[src/core/stack_seq_pkg.sv]
// Shared constants and types for the interrupt stack and vector sequencer
package stack_seq_pkg;
	localparam int          STACK_W         = 15;
	localparam int          VEC_W           = 10;
	localparam int          LEVEL_W         = 4;
	localparam int          NUM_LEVELS      = 15;
	localparam int          DATA_W          = 12;
	localparam int          FIELD_W         = 3;
	localparam int          SEQ_W           = 4;
	localparam int          NUM_CYCLES      = 5;
	localparam logic [3:0]  LVL_SKIPPED     = 4'h2;
	localparam logic [3:0]  LVL_VECTOR      = 4'h1;
	localparam logic [3:0]  LVL_LAST        = 4'h5;
	localparam logic [3:0]  LVL_PUSH_FIRST  = 4'h0;
	localparam logic [3:0]  LVL_REST_FIRST  = 4'h1;
	localparam logic [3:0]  PRES_RESET      = 4'hf;
	localparam logic [14:0] SP_RESET        = 15'h0000;
	localparam logic [9:0]  VEC_RESET       = 10'h000;
	localparam int          CLK_PERIOD_NS   = 20;
	localparam int          PROC_CYCLE_NS   = 1600;
	localparam int          SIM_HOLD_INT    = PROC_CYCLE_NS / CLK_PERIOD_NS;
	localparam logic [6:0]  SIM_HOLD_CYCLES = 7'(SIM_HOLD_INT);
	typedef logic [0:STACK_W-1] stack_addr_t;
	typedef logic [0:VEC_W-1]   vector_t;
	typedef logic [0:DATA_W-1]  data_word_t;
	typedef logic [2:0]         param_sel_t;
endpackage : stack_seq_pkg

[src/core/prio_if.sv]
// Carrier between the sequencer and its priority encoder
`timescale 1ns/1ps
interface prio_if;
	logic [14:0] levels;
	logic [3:0]  present;
	logic [3:0]  code;
	logic        valid;
	logic        priority_win;
	modport enc (input levels, input present, output code, output valid, output priority_win);
	modport ctl (output levels, output present, input code, input valid, input priority_win);
endinterface : prio_if

[src/core/stack_vector_seq.sv]
// Interrupt context push/restore sequencer with stack pointer and vector
`timescale 1ns/1ps
// Behaviour
// - Push and restore take five memory cycles
// - One advance pulse per cycle steps counter
// - Level and direction select the parameter
// - Stack pointer loads field and address
// - Pointer increments on push, decrements restoring
// - Fifteen-bit pointer readable on I/O bus
// - Granted break drives pointer as address, except in push-jump
// - Vector holds field bits and address bits
// - Vector readable; level code fills bits 7-10
// - Field enable at level 1, time state 1
// - Vector onto data bus in second push cycle
// - Load strobe moves vector into program counter
// - Two maintenance commands simulate levels, start push
// - Simulated level lasts one processor cycle
// - Restore reverses order, decrementing five times
// - Interrupt push only when trial level beats present
// - Present level loads at enable level 5
// - Push-jump skips priority, jumps to target
module stack_vector_seq
	import stack_seq_pkg::*;
(
	input  wire logic                      CLK,
	input  wire logic                      RESET_N,
	input  wire logic                      TIME_STATE_1,
	input  wire logic [14:0]               EXT_LEVELS,
	input  wire logic                      INT_ENABLE,
	input  wire stack_seq_pkg::stack_addr_t ACC,
	input  wire logic                      LOAD_STACK,
	input  wire logic                      LOAD_VECTOR,
	input  wire logic                      READ_STACK,
	input  wire logic                      READ_VECTOR,
	input  wire logic                      RESTORE_REQ,
	input  wire logic [3:0]                RESTORE_LEVEL,
	input  wire logic                      PUSH_JUMP_REQ,
	input  wire logic [2:0]                PUSH_JUMP_FIELD,
	input  wire stack_seq_pkg::data_word_t PUSH_JUMP_WORD,
	input  wire logic                      SIM_LEVEL_STROBE,
	input  wire logic [14:0]               SIM_LEVELS,
	input  wire logic                      MAINT_PUSH,
	input  wire logic                      BREAK_GRANT_IRQ,
	input  wire logic                      BREAK_DONE,
	output logic                           BREAK_REQ,
	output logic                           PUSH_ACTIVE,
	output logic                           RESTORE_ACTIVE,
	output logic [3:0]                     ENABLE_LEVEL,
	output stack_seq_pkg::param_sel_t      PARAM_SEL,
	output logic                           SEQ_ADVANCE_PULSE,
	output logic                           STACK_PTR_INC,
	output logic                           STACK_PTR_DEC,
	output logic                           STACK_ADDR_DRIVE_EN,
	output stack_seq_pkg::stack_addr_t     DATA_ADDR,
	output logic                           VECTOR_TO_PC_DRIVE,
	output logic                           JUMP_TO_PC_DRIVE,
	output stack_seq_pkg::data_word_t      DATA_BUS,
	output logic                           PC_LOAD_STROBE,
	output logic                           FIELD_ENABLE,
	output logic [2:0]                     FIELD_BITS,
	output stack_seq_pkg::stack_addr_t     IO_BUS,
	output logic                           IO_BUS_VALID,
	output logic [3:0]                     PRESENT_LEVEL,
	output logic                           PRESENT_LEVEL_LOAD
);
	import stack_seq_pkg::*;

	typedef struct packed {
		logic        push;
		logic        restore;
		logic        pj;
		logic        maint;
		logic [3:0]  seq;
		logic        adv;
		stack_addr_t sp;
		vector_t     vec;
		logic [3:0]  pres;
		logic [3:0]  code;
		logic [14:0] sim;
		logic [6:0]  sim_cnt;
		logic [2:0]  pj_field;
		data_word_t  pj_word;
		logic        break_req;
		param_sel_t  param_sel;
		logic        adv_pulse;
		logic        sp_inc;
		logic        sp_dec;
		logic        addr_drive;
		stack_addr_t addr;
		logic        vec_drive;
		logic        jump_drive;
		data_word_t  data;
		logic        pc_load;
		logic        field_en;
		logic [2:0]  field;
		stack_addr_t io;
		logic        io_valid;
		logic        pres_load;
	} state_t;

	state_t s_q;
	state_t s_d;
	prio_if prio ();

	level_encoder #(.N(NUM_LEVELS)) u_enc (.p(prio.enc));

	assign prio.levels  = EXT_LEVELS | s_q.sim;
	assign prio.present = s_q.pres;

	logic busy;
	assign busy = s_q.push || s_q.restore;

	// Parameter slot order: push walks 0..4, restore walks 4..0
	function automatic param_sel_t slot(input logic push, input logic [3:0] lvl);
		logic [3:0] idx;
		idx = (lvl > LVL_SKIPPED) ? lvl - 4'h1 : lvl;
		if (push)
			slot = 3'(idx);
		else
			slot = 3'(LVL_LAST - lvl);
	endfunction : slot

	always_comb begin
		s_d            = s_q;
		s_d.adv_pulse  = 1'b0;
		s_d.sp_inc     = 1'b0;
		s_d.sp_dec     = 1'b0;
		s_d.pc_load    = s_q.vec_drive || s_q.jump_drive;
		s_d.vec_drive  = 1'b0;
		s_d.jump_drive = 1'b0;
		s_d.field_en   = 1'b0;
		s_d.pres_load  = 1'b0;
		s_d.io_valid   = 1'b0;
		s_d.io         = '0;

		// Software commands
		if (LOAD_STACK)
			s_d.sp = ACC;
		if (LOAD_VECTOR)
			s_d.vec = ACC[0:VEC_W-1];
		if (READ_STACK) begin
			s_d.io       = s_q.sp;
			s_d.io_valid = 1'b1;
		end else if (READ_VECTOR) begin
			s_d.io       = {s_q.vec[0:6], s_q.code, 4'h0};
			s_d.io_valid = 1'b1;
		end

		// Maintenance levels are held for one processor cycle only
		if (s_q.sim_cnt != 7'h00) begin
			s_d.sim_cnt = s_q.sim_cnt - 7'h01;
			if (s_q.sim_cnt == 7'h01)
				s_d.sim = '0;
		end
		if (SIM_LEVEL_STROBE) begin
			s_d.sim     = SIM_LEVELS;
			s_d.sim_cnt = SIM_HOLD_CYCLES;
		end

		if (!busy) begin
			if (PUSH_JUMP_REQ) begin
				s_d.push     = 1'b1;
				s_d.pj       = 1'b1;
				s_d.seq      = LVL_PUSH_FIRST;
				s_d.pj_field = PUSH_JUMP_FIELD;
				s_d.pj_word  = PUSH_JUMP_WORD;
			end else if (RESTORE_REQ) begin
				s_d.restore = 1'b1;
				s_d.seq     = LVL_REST_FIRST;
				s_d.sp      = s_q.sp - 15'h0001;
				s_d.sp_dec  = 1'b1;
			end else if ((prio.priority_win && INT_ENABLE) || MAINT_PUSH) begin
				s_d.push  = 1'b1;
				s_d.maint = MAINT_PUSH;
				s_d.seq   = LVL_PUSH_FIRST;
				s_d.code  = prio.code;
			end
		end else begin
			// A grant without push-jump puts the stack pointer on the address lines
			s_d.addr_drive = BREAK_GRANT_IRQ && !s_q.pj;
			if (BREAK_GRANT_IRQ)
				s_d.addr = s_q.sp;
			if (BREAK_DONE)
				s_d.adv = 1'b1;
			if (s_q.push && s_q.seq == LVL_VECTOR && TIME_STATE_1) begin
				s_d.field_en = 1'b1;
				s_d.field    = s_q.pj ? s_q.pj_field : s_q.vec[0:2];
			end
			if (s_q.adv) begin
				s_d.adv       = 1'b0;
				s_d.adv_pulse = 1'b1;
				if (s_q.push && s_q.seq == LVL_VECTOR) begin
					s_d.vec_drive  = !s_q.pj;
					s_d.jump_drive = s_q.pj;
					s_d.data       = s_q.pj ? s_q.pj_word
					                        : {3'h0, s_q.vec[3:6], s_q.code, 1'b0};
				end
				// Push skips level 2: the counter steps twice after level 1
				if (s_q.push && s_q.seq == LVL_VECTOR)
					s_d.seq = s_q.seq + 4'h2;
				else
					s_d.seq = s_q.seq + 4'h1;
				if (s_q.push) begin
					s_d.sp     = s_q.sp + 15'h0001;
					s_d.sp_inc = 1'b1;
				end else if (s_q.seq != LVL_LAST) begin
					// Pre-decrement at start makes five decrements in all
					s_d.sp     = s_q.sp - 15'h0001;
					s_d.sp_dec = 1'b1;
				end
				if (s_q.seq == LVL_LAST) begin
					s_d.pres_load = 1'b1;
					s_d.pres      = s_q.push ? s_q.code : RESTORE_LEVEL;
					s_d.push      = 1'b0;
					s_d.restore   = 1'b0;
					s_d.pj        = 1'b0;
					s_d.maint     = 1'b0;
					s_d.seq       = LVL_PUSH_FIRST;
				end
			end
		end
		s_d.break_req = s_d.push || s_d.restore;
		s_d.param_sel = slot(s_d.push, s_d.seq);
	end

	always_ff @(posedge CLK or negedge RESET_N) begin
		if (!RESET_N) begin
			s_q      <= '0;
			s_q.sp   <= SP_RESET;
			s_q.vec  <= VEC_RESET;
			s_q.pres <= PRES_RESET;
			s_q.code <= PRES_RESET;
		end else begin
			s_q <= s_d;
		end
	end

	assign BREAK_REQ           = s_q.break_req;
	assign PUSH_ACTIVE         = s_q.push;
	assign RESTORE_ACTIVE      = s_q.restore;
	assign ENABLE_LEVEL        = s_q.seq;
	assign PARAM_SEL           = s_q.param_sel;
	assign SEQ_ADVANCE_PULSE   = s_q.adv_pulse;
	assign STACK_PTR_INC       = s_q.sp_inc;
	assign STACK_PTR_DEC       = s_q.sp_dec;
	assign STACK_ADDR_DRIVE_EN = s_q.addr_drive;
	assign DATA_ADDR           = s_q.addr;
	assign VECTOR_TO_PC_DRIVE  = s_q.vec_drive;
	assign JUMP_TO_PC_DRIVE    = s_q.jump_drive;
	assign DATA_BUS            = s_q.data;
	assign PC_LOAD_STROBE      = s_q.pc_load;
	assign FIELD_ENABLE        = s_q.field_en;
	assign FIELD_BITS          = s_q.field;
	assign IO_BUS              = s_q.io;
	assign IO_BUS_VALID        = s_q.io_valid;
	assign PRESENT_LEVEL       = s_q.pres;
	assign PRESENT_LEVEL_LOAD  = s_q.pres_load;

	// Helper: advance pulses counted within one operation
	logic [3:0] adv_cnt;
	always_ff @(posedge CLK or negedge RESET_N) begin
		if (!RESET_N)
			adv_cnt <= 4'h0;
		else if (!busy)
			adv_cnt <= 4'h0;
		else if (s_q.adv)
			adv_cnt <= adv_cnt + 4'h1;
	end

	// Helper: cycles since the last maintenance strobe, saturating so it never wraps
	logic [7:0] sim_age;
	always_ff @(posedge CLK or negedge RESET_N) begin
		if (!RESET_N)
			sim_age <= 8'hff;
		else if (SIM_LEVEL_STROBE)
			sim_age <= 8'h00;
		else if (sim_age != 8'hff)
			sim_age <= sim_age + 8'h01;
	end
endmodule : stack_vector_seq

[src/core/level_encoder.sv]
// Priority encoder of the request levels and comparison with the present level
`timescale 1ns/1ps
module level_encoder #(
	parameter int N = 15
) (
	prio_if.enc p
);
	import stack_seq_pkg::*;

	if (N < 1 || N > 15) begin : g_bad_n
		$error("level_encoder: N must be 1 to 15");
	end

	// Line 0 is highest priority; its code is 0, so a lower code wins
	always_comb begin
		p.code  = PRES_RESET;
		p.valid = 1'b0;
		for (int i = N - 1; i >= 0; i--) begin
			if (p.levels[i]) begin
				p.code  = 4'(i);
				p.valid = 1'b1;
			end
		end
		p.priority_win = p.valid && (p.code < p.present);
	end
endmodule : level_encoder

[config.mk]
export PLATFORM = sky130hd
export DESIGN_NAME = stack_vector_seq
export DESIGN_NICKNAME = d
export VERILOG_FILES = /design/src/core/stack_seq_pkg.sv /design/src/core/prio_if.sv /design/src/core/stack_vector_seq.sv /design/src/core/level_encoder.sv
export SDC_FILE = /design/constraint.sdc
export NUM_CORES = 1
export LEC_CHECK = 0
export BUFFER_PORTS_ARGS = -buffer_cell sky130_fd_sc_hd__buf_2
export CAP_MARGIN = 0
export CELL_PAD_IN_SITES_DETAIL_PLACEMENT = 1
export CELL_PAD_IN_SITES_GLOBAL_PLACEMENT = 1
export CORE_ASPECT_RATIO = 2
export CORE_MARGIN = 2
export CORE_UTILIZATION = 38
export DETAILED_ROUTE_END_ITERATION = 7
export PLACE_DENSITY = 0.77
export SLEW_MARGIN = 0
export SYNTH_ARGS = -nofsm -noshare
export SYNTH_HDL_FRONTEND = slang
export SYNTH_SLANG_ARGS = --single-unit
[constraint.sdc]
create_clock -name CLK -period 3.8 [get_ports CLK]
set_input_delay 0.95 -clock CLK [delete_from_list [all_inputs] [get_ports CLK]]
set_output_delay 0.95 -clock CLK [all_outputs]
set_load 0.02 [all_outputs]
Yosys cells after proc, flatten, opt, wreduce, memory -nomap -nowiden
Index checks and enable logic that the tools add are counted.

Muxes and demuxes: 78. Reductions and logical operators: 22. $lt $le $gt $ge: 2. Add/subtract/negate cells: 7. Bitwise gates (word level): 4. Eq/ne operators: 6.

Operators with widths (count): $mux 15 (7); $mux 4 (14); $mux 22 (2); $mux 14 (3); $mux 1 (34); $mux 16 (2); $mux 24 (1); $mux 3 (8); $mux 8 (2); $add 15x1->15 const B (1); $or 15x15->15 (1); $sub 15x1->15 const B (1); $mux 12 (1); $reduce_and 3->1 (3); $reduce_and 2->1 (4); $eq 7x1->1 const B (1); $reduce_bool 7->1 (1); $sub 7x1->7 const B (1); $mux 2 (3); $reduce_bool 2->1 (3); $logic_and 1x1->1 (5); $mux 5 (1); $add 4x1->4 const B (1); $add 4x2->4 const B (1); other kinds (13) (18).

Output and inout port bits: 69. Register bits: 137. Logic and storage cells: 148. Input bits: 78.

Longest topological paths before layout
Depth after elaboration: 27. Mapped depth: 19.

By module
From an unflattened synthesis, not the netlist that was laid out.

Cells, all modules: 655. Area total of the unflattened synthesis: 6832.8 um^2.

By module, submodules not included: stack_vector_seq (area each 6577.6 um^2, instances 1, cells each 616); level_encoder (area each 255.2 um^2, instances 1, cells each 39).

Worst setup path before layout
Ideal clock, no wire load.

Kind: input -> register. From: input port EXT_LEVELS[11]. To: register s_q (netlist bit PARAM_SEL[0]). Data arrival time: 4.343 ns. Path slack: -0.677 ns. Required time: 3.666 ns. Setup time: 0.134 ns. Stages on the path: 17. Cells stage by stage: nor4_1 -> nand3_1 -> a31oi_1 -> ha_1 -> a21o_1 -> a21oi_1 -> o32ai_4 -> a31o_2 -> a32oi_1 -> inv_1 -> ha_1 -> o21ai_0 -> o32ai_1 -> or4_1 -> o22ai_1 -> a211oi_1 -> xor2_1.

RTL lines: start, declared (line stack_vector_seq.sv:28) `input wire logic [14:0] EXT_LEVELS,`; end, declared (line stack_vector_seq.sv:101) `state_t s_q;`.

==> parameters.txt <==
Parameter                              Value

Run status
  Outcome    complete, but fails checks
  Failing checks    negative setup slack

Routing
  First-pass detailed-route iteration total    4
  Remaining DRCs    0
  Drt initial violations    131
  Final WL    22.1 mm
  Mean number of vias per cell    5.53
  Average detailed-routed wire length per instance    21.1 um
  Vias    5799
  Antenna viol nets, final    0

Global route
  Maximum number of pins on one net before global-route repair    76
  Antenna violations before repair    0
  Vias in the first global route    6419
  Remaining global-route overflow    0
  GR Util All Layers    0.232
  First-pass GRT wire length    34.3 mm

Clock tree
  Root cell of the clock tree    clkbuf_16
  Clock transition time at the flip-flop clock pins of the worst setup and hold paths    0.06 ns
  Sinks on Clock Net    134
  TritonCTS Buffers    17
  Number of H-tree levels    4
  Maximum buffer depth of the clock tree    2
  Hold-fix buffers, CTS    0
  Clock latency of the later-clocked register in the worst-skew pair    0.43 ns
  TritonCTS clock tree    yes

STA
  Worst setup margin    -0.187 ns
  Slew at the pin with the worst max-slew slack    0.895 ns
  Top achievable clock speed    0.251 GHz
  Worst relative slew slack    0.404
  Tmin final    3.99 ns
  Period utilisation layout    1.05
  Setup skew after layout    0.0206 ns
  Hold Violations, Final    0
  Unrepaired setup endpoints after global routing    yes
  Final Setup Violations    4
  Setup total negative slack    -0.655 ns
  Total count of max-transition violations in the final report    0

Flow run
  Number of max-cap violations    0

Pwr
  Power per unit of standard cell area    747 mW/mm2
  Maximum VDD drop    0.347 mV
  Leak pwr    4.18 nW
  Total power draw    0.00659 W

Place
  Routability congestion estimate    0.869
  Count of port buffers added during placement    146
  Post-Place Setup Slack    -0.815 ns
  Half-perimeter wire length of the detailed placement result    15.9 mm
  Placement-stage cell area    0.00781 mm2

Setup path
  Worst-case register-to-register setup slack    -0.02 ns
  Cell chain of the critical path    buf_6, or4_4, a21oi_2, o21ai_4, a31oi_4, ha_4, and4b_2, a31o_4, a32oi_2, inv_1, ha_2, o21ai_2, o32ai_2, or4_4, o22ai_4, a211oi_2, xor2_1
  Reg2reg end    s_q[97]
  Depth of the worst register-to-register path    24
  Count of buffering cells on the critical path with inverters included    2
  Endpoint kind of the worst setup timing path    flop
  Largest stage delay on the critical path    0.51 ns
  Startpoint-to-endpoint class of the critical path    input pin to flop
  Origin of the critical flop-to-flop path    s_q[92]
  Arrival time at the worst endpoint    4.28 ns
  Element type at the critical path start    input pin
  Top cell family by delay on the critical path    compound AO/OA/AOI/OAI gates
  Highest fanout seen on the critical path    4
  Critical path's most frequent cell    or4_4
  Critical path required time    4.09 ns
  Highest-delay cell along the critical path    or4_4

Min path
  Start point of the worst min-delay path    VECTOR_TO_PC_DRIVE
  Hold path cells    1
  Class of the tightest hold or removal check    flop to flop
  WHS Endpoint    PC_LOAD_STROBE

Die
  Die outline area    0.0195 mm2
  Die X-Extent    99.7 um
  Row Count    70
  Top-level port count    147
  Area inside the core boundary    0.0181 mm2
  Initial core utilization    0.384
  Vert. Die Dim    195 um

Yosys
  Net count after synthesis    770
  Post-synth EDFFs    0
  Flip-flop and latch count after synthesis    134
  Synth Instances    680
  Post-Syn Area    0.00696 mm2
  Commonest register cell after synthesis    dfrtp_1
  Share of synthesized flip-flops with an asynchronous set or reset    1.00
  Unique cell type count in the Yosys netlist    68
  Post-synthesis area per instance    10.2 um2
  Sequential area share after synthesis    0.483
  Total of warnings raised by yosys    0

Final layout
  Relative area change from synthesis to final layout    26.8%
  Post-route design area    0.00882 mm2
  Share of cells above drive strength 1    0.396
  Final nets    910
  Commonest non-fill, non-tap cell in the layout    buf_2
  Antenna Cells    0
  Commonest cells after routing, fill and taps aside    buf_2 (141), dfrtp_1 (126), buf_4 (67), nand2_1 (52), nor2_1 (49)
## kinds of logic (layout without fill, tap and decap cells)
family / after synthesis / after routing / synth area share
AND/OR/NAND/NOR: 191 / 191 / 0.135
AO/OA/AOI/OAI: 153 / 153 / 0.156
flip-flops: 134 / 134 / 0.483
buffers and inverters: 117 / 270 / 0.0935
multiplexers: 62 / 62 / 0.0962
adder cells (fa/ha/maj): 12 / 12 / 0.0216
XOR/XNOR: 11 / 11 / 0.0138
## stage by stage
stage,std cells,utilization,hold WS (ns)
4_1_cts,1046,0.481,0.475
5_1_grt,1049,0.486,0.483
6_report,1049,0.486,0.473
3_5_place_dp,992,0.431,0.461
2_1_floorplan,680,-,0.451
3_3_place_gp,992,0.431,0.456
## routing by layer
metal / global-route usage / share of wire
met1: 0.228 / 0.35
met2: 0.457 / 0.59
met4: 0.106 / 0.038
met3: 0.0358 / 0.030
met5: 0 / 0
## power by group
group	internal (W)	switching [W]	leakage, nW
clock network	0.00117	0.000666	0.320
logic	0.00103	0.00129	2.22
registers	0.00190	0.000531	1.64
total	0.00410	0.00249	4.18
## flip-flops by register name (all words and copies together), names as in the netlist, 3 cells and up
register and cells:
ENABLE_LEVEL 4, s_q 65, PARAM_SEL 3, PRESENT_LEVEL 4, DATA_BUS 12, FIELD_BITS 3, IO_BUS 15, DATA_ADDR 15
## cells in the mapped netlist (all sizes together), types with 8 or more instances
library cell / number / area share
nor3: 10 / 0.0072
dfstp: 8 / 0.030
o21ai: 40 / 0.029
and2: 9 / 0.0081
ha: 12 / 0.022
dfrtp: 126 / 0.45
mux2i: 23 / 0.033
nand3: 13 / 0.0094
nand2b: 9 / 0.0081
buf: 58 / 0.062
nor2: 50 / 0.027
nor4: 9 / 0.0081
inv: 22 / 0.012
mux2: 39 / 0.063
a22o: 25 / 0.031
a21oi: 22 / 0.016
clkbuf: 37 / 0.020
nand2: 53 / 0.029
## timing repair
action | 4_1_cts | 5_1_grt
gates resized for setup | 16 | 16
setup endpoints to repair | 3 | 4
pin swaps | 13 | 11
buffers inserted | 22 | 4
## worst max-delay path by stage
stage                     slack, ns            from  cells past startpoint      endpoint
after floorplan               -0.35  EXT_LEVELS[13]                     16  PARAM_SEL[0]
after global placement        -0.61   EXT_LEVELS[2]                     18  PARAM_SEL[0]
after detailed placement      -0.81   EXT_LEVELS[2]                     18  PARAM_SEL[0]
after CTS                     -0.15  EXT_LEVELS[13]                     17  PARAM_SEL[0]
after global routing          -0.35   EXT_LEVELS[5]                     19  PARAM_SEL[1]
final                         -0.19  EXT_LEVELS[13]                     17  PARAM_SEL[0]
## worst register-to-register path, cell delays in order (launching register included)
cell	delay, ns
dfrtp_1	0.43
nor4_4	0.34
a21oi_2	0.12
o21ai_4	0.19
a31oi_4	0.12
buf_4	0.16
buf_6	0.10
buf_4	0.12
buf_4	0.12
buf_4	0.12
buf_4	0.12
buf_4	0.12
buf_4	0.12
buf_4	0.12
buf_4	0.13
buf_4	0.12
buf_4	0.12
buf_4	0.12
buf_4	0.12
buf_4	0.12
buf_4	0.12
buf_4	0.12
buf_4	0.12
buf_4	0.13
mux2_4	0.25
## cell type report
cell class | instances | area, um2
clock inverters | 14 | 218
inverters | 22 | 82.6
clock buffers | 18 | 429
well taps | 216 | 270
multi-input cells | 429 | 3150
flip-flops and latches | 134 | 3360
fillers | 2062 | 9310
repair buffers | 216 | 1310
No activity file was read; power rests on OpenSTA's default activity.
